File: src/common/irq_sleep_pkg.sv
// Package with register map, field layout and timing constants of the interrupt and sleep block.
package irq_sleep_pkg;

  // ----------------------------------------
  // Register offsets
  // ----------------------------------------
  localparam logic [7:0] SLEEP_COMMAND_OFS = 8'h12;
  localparam logic [7:0] INTERRUPT_ENABLE_OFS = 8'h13;
  localparam logic [7:0] INTERRUPT_FLAGS_OFS = 8'h14;
  localparam logic [7:0] PIN_INTERRUPT_ENABLE_OFS = 8'h18;
  localparam logic [7:0] PIN_INTERRUPT_FLAGS_OFS = 8'h19;

  // ----------------------------------------
  // Field positions and values
  // ----------------------------------------
  localparam int ENVELOPE_DETECT_BIT = 7;
  localparam int TIMER_A_OVERFLOW_BIT = 6;
  localparam int CAPTURE_EVENT_BIT = 5;
  localparam int TIMER_B_OVERFLOW_BIT = 4;
  localparam int TICK_TOP_BIT = 3;
  localparam int PIN_IRQ_COUNT = 2;
  localparam logic [7:0] SLEEP_KEY_VALUE = 8'hAA;
  localparam logic [7:0] REG_RESET_VALUE = 8'h00;
  localparam logic [7:0] PIN_SYNC_RESET = 8'h00;

  // ----------------------------------------
  // Stack and vector addresses
  // ----------------------------------------
  localparam logic [8:0] STACK_HIGH_ADDR = 9'h1FF;
  localparam logic [8:0] STACK_LOW_ADDR = 9'h1FE;
  localparam logic [15:0] VECTOR_LOW_ADDR = 16'hFFFE;
  localparam logic [15:0] VECTOR_HIGH_ADDR = 16'hFFFF;

  // ----------------------------------------
  // Cycle counts
  // ----------------------------------------
  localparam int unsigned TICK_DIV_1024 = 1024;
  localparam int unsigned TICK_DIV_4096 = 4096;
  localparam int unsigned TICK_DIV_32768 = 32768;
  localparam int unsigned TICK_DIV_2097152 = 2097152;
  localparam int unsigned WAKE_HOLD_CYCLES = 32768;

endpackage

File: src/logic/irq_and_sleep_control.sv
// Interrupt flag, enable and request logic with CPU entry/return sequencing and sleep control.
`timescale 1ns/1ns
module irq_and_sleep_control
  import irq_sleep_pkg::*;
#(
  parameter int unsigned DIV_A = TICK_DIV_1024,
  parameter int unsigned DIV_B = TICK_DIV_4096,
  parameter int unsigned DIV_C = TICK_DIV_32768,
  parameter int unsigned DIV_D = TICK_DIV_2097152,
  parameter int unsigned WAKE_HOLD = WAKE_HOLD_CYCLES
) (
  // Clock and reset
  input wire logic CLK,
  input wire logic RST_N,
  // Register port
  input wire logic [7:0] REG_ADDR,
  input wire logic [7:0] REG_WDATA,
  input wire logic REG_WR,
  input wire logic REG_RD,
  output logic [7:0] REG_RDATA,
  // Peripheral events, one-cycle pulses
  input wire logic ENVELOPE_EVT,
  input wire logic TIMER_A_OVF_EVT,
  input wire logic CAPTURE_EVT,
  input wire logic TIMER_B_OVF_EVT,
  // Port B pins, asynchronous
  input wire logic [7:0] PORTB_PIN,
  // CPU side
  input wire logic INSN_BOUNDARY,
  input wire logic IRQ_DISABLE,
  input wire logic RETURN_REQ,
  input wire logic [15:0] CPU_PC,
  output logic IRQ_REQ,
  output logic SEQ_BUSY,
  output logic LOAD_PC,
  output logic [15:0] NEW_PC,
  // Stack and vector memory access
  output logic STACK_WE,
  output logic STACK_RE,
  output logic [8:0] STACK_ADDR,
  output logic [7:0] STACK_WDATA,
  input wire logic [7:0] STACK_RDATA,
  output logic VEC_RE,
  output logic [15:0] VEC_ADDR,
  input wire logic [7:0] VEC_RDATA,
  // Power control
  output logic CLOCK_STOP,
  output logic LOW_VOLTAGE_RESET_DISABLE,
  output logic CPU_HOLD,
  output logic SYSTEM_RESET
);

  // ----------------------------------------
  // Parameter checks
  // ----------------------------------------
  localparam int unsigned DIVS [4] = '{DIV_A, DIV_B, DIV_C, DIV_D};
  localparam int TB_W = $clog2(DIV_D);
  localparam int HOLD_W = $clog2(WAKE_HOLD + 1);

  if (DIV_A < 2 || DIV_A >= DIV_B || DIV_B >= DIV_C || DIV_C >= DIV_D ||
      (DIV_A & (DIV_A - 1)) != 0 || (DIV_B & (DIV_B - 1)) != 0 ||
      (DIV_C & (DIV_C - 1)) != 0 || (DIV_D & (DIV_D - 1)) != 0 || WAKE_HOLD < 1) begin : g_bad
    $error("Divider ratios must be rising powers of two and the hold at least one.");
  end

  typedef enum logic [10:0] {
    ST_IDLE = 11'h001,
    ST_PUSH_HI = 11'h002,
    ST_PUSH_LO = 11'h004,
    ST_VEC_LO = 11'h008,
    ST_VEC_HI = 11'h010,
    ST_JUMP = 11'h020,
    ST_POP_LO = 11'h040,
    ST_POP_HI = 11'h080,
    ST_RETURN = 11'h100,
    ST_SLEEP = 11'h200,
    ST_WAKE = 11'h400
  } seq_state_type;

  seq_state_type state_q;
  logic [7:0] enable_q;
  logic [7:0] flags_q;
  logic [PIN_IRQ_COUNT-1:0] pin_enable_q;
  logic [PIN_IRQ_COUNT-1:0] pin_flags_q;
  logic [TB_W-1:0] tb_count_q;
  logic [3:0] tick;
  logic [7:0] src_evt;
  logic [7:0] pin_s1_q, pin_s2_q, pin_s3_q, pin_stable_q, pin_sleep_q;
  logic [7:0] pin_stable_d;
  logic [PIN_IRQ_COUNT-1:0] pin_evt;
  logic wr_sleep, wr_flags, wr_pflags, pending, take;
  logic [HOLD_W-1:0] hold_q;
  logic [7:0] byte_q;

  assign wr_sleep = REG_WR && REG_ADDR == SLEEP_COMMAND_OFS;
  assign wr_flags = REG_WR && REG_ADDR == INTERRUPT_FLAGS_OFS;
  assign wr_pflags = REG_WR && REG_ADDR == PIN_INTERRUPT_FLAGS_OFS;

  // ----------------------------------------
  // Timebase divider
  // ----------------------------------------
  // The divider is frozen while asleep, as the oscillator is stopped then.
  always_ff @(posedge CLK) begin
    if (!RST_N) begin
      tb_count_q <= '0;
    end else if (state_q != ST_SLEEP) begin
      tb_count_q <= tb_count_q + 1'b1;
    end
  end

  for (genvar i = 0; i < 4; i++) begin : g_tick
    localparam int LW = $clog2(DIVS[i]);
    assign tick[TICK_TOP_BIT-i] = state_q != ST_SLEEP && &tb_count_q[LW-1:0];
  end

  assign src_evt = {ENVELOPE_EVT, TIMER_A_OVF_EVT, CAPTURE_EVT, TIMER_B_OVF_EVT, tick};

  // ----------------------------------------
  // Port B synchroniser
  // ----------------------------------------
  // A change is accepted only once the second and third stages agree.
  assign pin_stable_d = (pin_s2_q == pin_s3_q) ? pin_s3_q : pin_stable_q;
  assign pin_evt = pin_stable_d[PIN_IRQ_COUNT-1:0] ^ pin_stable_q[PIN_IRQ_COUNT-1:0];

  always_ff @(posedge CLK) begin
    if (!RST_N) begin
      pin_s1_q <= PIN_SYNC_RESET;
      pin_s2_q <= PIN_SYNC_RESET;
      pin_s3_q <= PIN_SYNC_RESET;
      pin_stable_q <= PIN_SYNC_RESET;
    end else begin
      pin_s1_q <= PORTB_PIN;
      pin_s2_q <= pin_s1_q;
      pin_s3_q <= pin_s2_q;
      pin_stable_q <= pin_stable_d;
    end
  end

  // ----------------------------------------
  // Enable and flag registers
  // ----------------------------------------
  always_ff @(posedge CLK) begin
    if (!RST_N) begin
      enable_q <= REG_RESET_VALUE;
      pin_enable_q <= '0;
    end else if (REG_WR) begin
      if (REG_ADDR == INTERRUPT_ENABLE_OFS) begin
        enable_q <= REG_WDATA;
      end
      if (REG_ADDR == PIN_INTERRUPT_ENABLE_OFS) begin
        pin_enable_q <= REG_WDATA[PIN_IRQ_COUNT-1:0];
      end
    end
  end

  // A new event is ORed in after the clear, so it survives a same-cycle clear.
  always_ff @(posedge CLK) begin
    if (!RST_N) begin
      flags_q <= REG_RESET_VALUE;
      pin_flags_q <= '0;
    end else begin
      flags_q <= (flags_q & ~(wr_flags ? REG_WDATA : 8'h00)) | src_evt;
      pin_flags_q <= (pin_flags_q & ~(wr_pflags ? REG_WDATA[PIN_IRQ_COUNT-1:0] : 2'h0))
                     | pin_evt;
    end
  end

  // All sources share one line; which one fired is found by software.
  assign pending = |(flags_q & enable_q) || |(pin_flags_q & pin_enable_q);

  always_ff @(posedge CLK) begin
    if (!RST_N) begin
      IRQ_REQ <= 1'b0;
    end else begin
      IRQ_REQ <= pending;
    end
  end

  // ----------------------------------------
  // Register read port
  // ----------------------------------------
  always_ff @(posedge CLK) begin
    if (!RST_N) begin
      REG_RDATA <= 8'h00;
    end else if (REG_RD) begin
      case (REG_ADDR)
        INTERRUPT_ENABLE_OFS: REG_RDATA <= enable_q;
        INTERRUPT_FLAGS_OFS: REG_RDATA <= flags_q;
        PIN_INTERRUPT_ENABLE_OFS: REG_RDATA <= {6'h00, pin_enable_q};
        PIN_INTERRUPT_FLAGS_OFS: REG_RDATA <= {6'h00, pin_flags_q};
        default: REG_RDATA <= 8'h00;
      endcase
    end else begin
      REG_RDATA <= 8'h00;
    end
  end

  // ----------------------------------------
  // Entry, return and sleep sequencer
  // ----------------------------------------
  // Requests are sampled only at a boundary, so an instruction always completes.
  assign take = INSN_BOUNDARY && IRQ_REQ && !IRQ_DISABLE;

  always_ff @(posedge CLK) begin
    if (!RST_N) begin
      state_q <= ST_IDLE;
      STACK_WE <= 1'b0;
      STACK_RE <= 1'b0;
      STACK_ADDR <= STACK_HIGH_ADDR;
      STACK_WDATA <= 8'h00;
      VEC_RE <= 1'b0;
      VEC_ADDR <= VECTOR_LOW_ADDR;
      LOAD_PC <= 1'b0;
      NEW_PC <= 16'h0000;
      byte_q <= 8'h00;
      hold_q <= '0;
      pin_sleep_q <= PIN_SYNC_RESET;
    end else begin
      STACK_WE <= 1'b0;
      STACK_RE <= 1'b0;
      VEC_RE <= 1'b0;
      LOAD_PC <= 1'b0;
      case (state_q)
        ST_IDLE: begin
          if (wr_sleep && REG_WDATA == SLEEP_KEY_VALUE) begin
            state_q <= ST_SLEEP;
            pin_sleep_q <= pin_stable_q;
          end else if (RETURN_REQ) begin
            state_q <= ST_POP_LO;
            STACK_RE <= 1'b1;
            STACK_ADDR <= STACK_LOW_ADDR;
          end else if (take) begin
            state_q <= ST_PUSH_HI;
            STACK_WE <= 1'b1;
            STACK_ADDR <= STACK_HIGH_ADDR;
            STACK_WDATA <= CPU_PC[15:8];
            byte_q <= CPU_PC[7:0];
          end
        end
        ST_PUSH_HI: begin
          state_q <= ST_PUSH_LO;
          STACK_WE <= 1'b1;
          STACK_ADDR <= STACK_LOW_ADDR;
          STACK_WDATA <= byte_q;
        end
        ST_PUSH_LO: begin
          state_q <= ST_VEC_LO;
          VEC_RE <= 1'b1;
          VEC_ADDR <= VECTOR_LOW_ADDR;
        end
        ST_VEC_LO: begin
          state_q <= ST_VEC_HI;
          VEC_RE <= 1'b1;
          VEC_ADDR <= VECTOR_HIGH_ADDR;
          byte_q <= VEC_RDATA;
        end
        ST_VEC_HI: begin
          state_q <= ST_JUMP;
          LOAD_PC <= 1'b1;
          NEW_PC <= {VEC_RDATA, byte_q};
        end
        ST_POP_LO: begin
          state_q <= ST_POP_HI;
          STACK_RE <= 1'b1;
          STACK_ADDR <= STACK_HIGH_ADDR;
          byte_q <= STACK_RDATA;
        end
        ST_POP_HI: begin
          state_q <= ST_RETURN;
          LOAD_PC <= 1'b1;
          NEW_PC <= {STACK_RDATA, byte_q};
        end
        ST_JUMP, ST_RETURN: begin
          state_q <= ST_IDLE;
        end
        ST_SLEEP: begin
          if (pin_stable_q != pin_sleep_q) begin
            state_q <= ST_WAKE;
            hold_q <= HOLD_W'(WAKE_HOLD - 1);
          end
        end
        ST_WAKE: begin
          if (hold_q == '0) begin
            state_q <= ST_IDLE;
          end else begin
            hold_q <= hold_q - 1'b1;
          end
        end
        default: state_q <= ST_IDLE;
      endcase
    end
  end

  // ----------------------------------------
  // Power control outputs
  // ----------------------------------------
  // The sleep key is honoured only between sequences; a busy write is ignored.
  always_ff @(posedge CLK) begin
    if (!RST_N) begin
      CLOCK_STOP <= 1'b0;
      LOW_VOLTAGE_RESET_DISABLE <= 1'b0;
      CPU_HOLD <= 1'b0;
      SYSTEM_RESET <= 1'b0;
      SEQ_BUSY <= 1'b0;
    end else begin
      CLOCK_STOP <= (state_q == ST_IDLE && wr_sleep && REG_WDATA == SLEEP_KEY_VALUE) ||
                    (state_q == ST_SLEEP && pin_stable_q == pin_sleep_q);
      LOW_VOLTAGE_RESET_DISABLE <= (state_q == ST_IDLE && wr_sleep &&
                                    REG_WDATA == SLEEP_KEY_VALUE) ||
                                   (state_q == ST_SLEEP && pin_stable_q == pin_sleep_q);
      CPU_HOLD <= (state_q == ST_IDLE && wr_sleep && REG_WDATA == SLEEP_KEY_VALUE) ||
                  state_q == ST_SLEEP || (state_q == ST_WAKE && hold_q != '0);
      SYSTEM_RESET <= wr_sleep && REG_WDATA != SLEEP_KEY_VALUE;
      SEQ_BUSY <= !(state_q == ST_IDLE && !take && !RETURN_REQ) &&
                  state_q != ST_JUMP && state_q != ST_RETURN;
    end
  end
endmodule
File: config.mk
export PLATFORM = sky130hd
export DESIGN_NAME = irq_and_sleep_control
export DESIGN_NICKNAME = d
export VERILOG_FILES = /design/src/common/irq_sleep_pkg.sv /design/src/logic/irq_and_sleep_control.sv
export SDC_FILE = /design/constraint.sdc
export NUM_CORES = 1
export LEC_CHECK = 0
export BUFFER_PORTS_ARGS = -buffer_cell sky130_fd_sc_hd__buf_2
export CAP_MARGIN = 20
export CORE_ASPECT_RATIO = 1.1
export CORE_MARGIN = 3
export CORE_UTILIZATION = 41
export CTS_CLUSTER_DIAMETER = 120
export DETAILED_ROUTE_END_ITERATION = 10
export GPL_TIMING_DRIVEN = 0
export SLEW_MARGIN = 10
export SYNTH_ARGS = -nofsm -noshare
export SYNTH_HDL_FRONTEND = slang
export SYNTH_SLANG_ARGS = --single-unit
File: constraint.sdc
create_clock -name CLK -period 2.89 [get_ports CLK]
set_input_delay 0.4335 -clock CLK [delete_from_list [all_inputs] [get_ports CLK]]
set_output_delay 0.4335 -clock CLK [all_outputs]
set_load 0.02 [all_outputs]
==> results.toml <==
[yosys]
avgSynthCellArea_um2 = 8.937
yosys_warnings = 0
syn-instance-count = 800
synthArstFlopShare = 0
synth_top_area_share = 0.4452
yosys-top-cells-area = "dfxtp_1 45%, mux2i_1 6.0%, nor2_1 4.4%, nand2_1 3.5%, buf_4 2.5%"
ys_seq_area_frac = 0.4452
synth_seq_cells = 159
dominantRegCellSynth = "dfxtp_1"
netlist_area_mm2 = 0.007149
synth_edf_count = 0
synth.distinct_cells = 63
synth.largest_area_cell = "dfxtp_1"

[sta]
final.period_utilization = 0.9529
hold_ws_ns = 0.2137
tightest_slew_ns = 0.8627
max_freq_ghz = 0.3631
setup_tns_ns = 0
min_period_ns = 2.754
finalSetupViolCount = 0
relSlewSlack = 0.4201
finalHoldViolations = 0
maxSlewViolCount = 0
clock_skew_ns = 0.008494

[drt]
wl_per_cell_um = 15.31
wirelength_mm = 18.41
vias = 6295
dr.pass1.iters = 5
drt_iter0_drc = 368
final_antenna_net_count = 0
vias_per_cell = 5.237
remaining_drc_errors = 0

[layout]
final_nets = 1025
layout_common_cells = "159 x dfxtp_1, 116 x buf_2, 84 x nor2_1, 67 x nand2_1, 43 x mux2i_1"
diodes = 0
fillCellCount = 1634
multi_input_area_mm2 = 0.003694
drive_above_1_share = 0.2138
register_area_mm2 = 0.003183
final_common_cell = "dfxtp_1"
utilization = 0.5141
areaGrowthSynthToFinish_pct = 22.80

[setup_path]
cpPeakStageDelay_ns = 0.56
path_cells = "clkbuf_1, or4_1, buf_2, nor4_4, o21ai_1, nand4_1, nor4_1"
arrival_ns = 3.05
r2r-end = "state_q[5]"
end_kind = "flop"
crit_family = "simple AND/OR/NAND/NOR gates"
crit_required_ns = 3.18
r2r-start = "state_q[5]"
reg2reg_depth = 7
cp_num_buf_inv = 2
critPathMaxFanout = 10
critical_path_class = "reg -> reg"
slowest_stage = "or4_1"
startpoint_type = "flop"
reg2reg_slack_ns = 0.14

[grt]
grt_overflow = 0
track_usage = 0.1964
antenna_found_initial = 1
grt_pass1_wl_mm = 30.04
grt_pass1_vias = 6051
grt_max_degree = 17

[power_and_ir_drop]
comb_power_share = 0.074
seq_power_share = 0.452
powerDensity_mw_per_mm2 = 568.0
clkPwrFrac = 0.475
swShare = 0.2254
switchingPower_mw = 1.124
vdd_drop_max_mv = 0.4108
p_int_mw = 3.863
leakagePower_nw = 3.657

[die]
die_y_um = 144.5
ios = 134
initial_utilization = 0.4186
fp.coreArea_mm2 = 0.01708
dieArea_mm2 = 0.01906
fp.dieW_um = 131.9
rows = 50

[placement]
port_buffers = 109
gp_congestion = 0.8452
dpl.hpwl_mm = 13.28

[clock_tree]
clockBufferDepth = 2
clk-insertion-delay-late_ns = 0.42
cts_htree_levels = 4
root_buffer = "clkbuf_16"
ctsHoldBuffers = 0
cts_tree = "done"
cts.sinks = 159
numCtsBuffers = 17
path_clk_slew_ns = 0.06

[hold_path]
holdPathEnd = "pin_s1_q[6]"
hold_class = "in -> reg"
worstHoldStart = "PORTB_PIN[6]"
whs_path_depth = 2

[job]
cap_violations = 0

[outcome]
status = "complete, no violations"
## area by class of cell
class,instances,share of cell area
plain buffers,68,0.04076
clock buffers,21,0.05244
clock inverters,10,0.01838
inverters,11,0.004703
multi-input cells,584,0.4207
flip-flops and latches,159,0.3625
well taps,234,0.03335
repair buffers,115,0.06712
## worst max-delay path by stage
stage,from,endpoint,slack [ns],cells past startpoint
3_5_place_dp,state_q[4],state_q[5],-0.21,7
5_1_grt,state_q[4],state_q[4],-0.03,7
3_3_place_gp,REG_ADDR[5],flags_q[1],-0.28,7
2_1_floorplan,state_q[3],byte_q[0],0.30,8
4_1_cts,state_q[4],hold_q[14],-0.05,7
6_report,state_q[5],state_q[5],0.14,7
## cells by family after synthesis
group           count (synthesis)  synth area share
compound gates                131            0.1248
buf+inv                        79           0.05530
other cells                     1         0.0005245
simple gates                  338            0.2490
mux                            54           0.07753
xor+xnor                       36           0.04410
flops                         159            0.4452
fa+ha+maj                       2          0.003500
## state kept, by name, summed over array words and instances (netlist names), 11 cells and up
name	cells
NEW_PC	16
hold_q	16
state_q	11
tb_count_q	21
## cells in the mapped netlist, types with 6 or more instances
cell type / count
dfxtp_1: 159
nor2_1: 84
nand2_1: 67
mux2i_1: 43
a21oi_1: 35
clkbuf_1: 34
nand3_1: 29
and2_1: 28
buf_4: 24
nor3_1: 21
o21ai_0: 21
a22oi_1: 20
nand4_1: 19
xnor2_1: 18
xor2_1: 18
nor4_1: 16
or3_1: 15
mux2_2: 11
nand2b_1: 11
a31oi_1: 10
inv_1: 10
o31ai_1: 8
or4_1: 8
buf_2: 7
and4_1: 6
## routing by layer
metal	vias up	routed length (um)	share of wire	global-route usage
met1	2956	8501	0.46	0.2500
met5	-	0	0	0
li1	3135	-	-	-
met4	0	396	0.022	0.07242
met3	28	888	0.048	0.04315
met2	176	8620	0.47	0.3301
## what timing repair did
| item | CTS | global route |
|---|---|---|
| resized for setup | 2 | 8 |
| buffers inserted | 1 | 1 |
| endpoints found under the setup margin | 32 | 35 |
| pin swaps | 1 | 1 |
## per-stage QoR
step / area [um^2] / cells / worst slack [ns] / power (mW)
final: 8780 / 1202 / 0.1361 / 4.987
after CTS: 8725 / 1199 / -0.05045 / 5.025
after global placement: 8070 / 1165 / -0.2794 / 2.657
after detailed placement: 8089 / 1167 / -0.2128 / 2.661
after floorplan: 7232 / 822 / 0.3046 / 2.530
after global routing: 8780 / 1202 / -0.02841 / 5.174
## power groups by stage
stage          combinational (mW)  sequential, mW  clock (mW)
2_1_floorplan               0.230            2.30           0
3_3_place_gp                0.358            2.30           0
3_5_place_dp                0.361            2.30           0
4_1_cts                     0.362            2.25        2.41
5_1_grt                     0.407            2.26        2.51
6_report                    0.368            2.25        2.37
## worst register-to-register path: stages (launching register included)
cell      delay [ns]
dfxtp_1         0.29
clkbuf_1        0.21
or4_1           0.56
buf_2           0.22
nor4_4          0.52
o21ai_1         0.34
nand4_1         0.39
nor4_1          0.09
(Power assumes the default switching activity.)
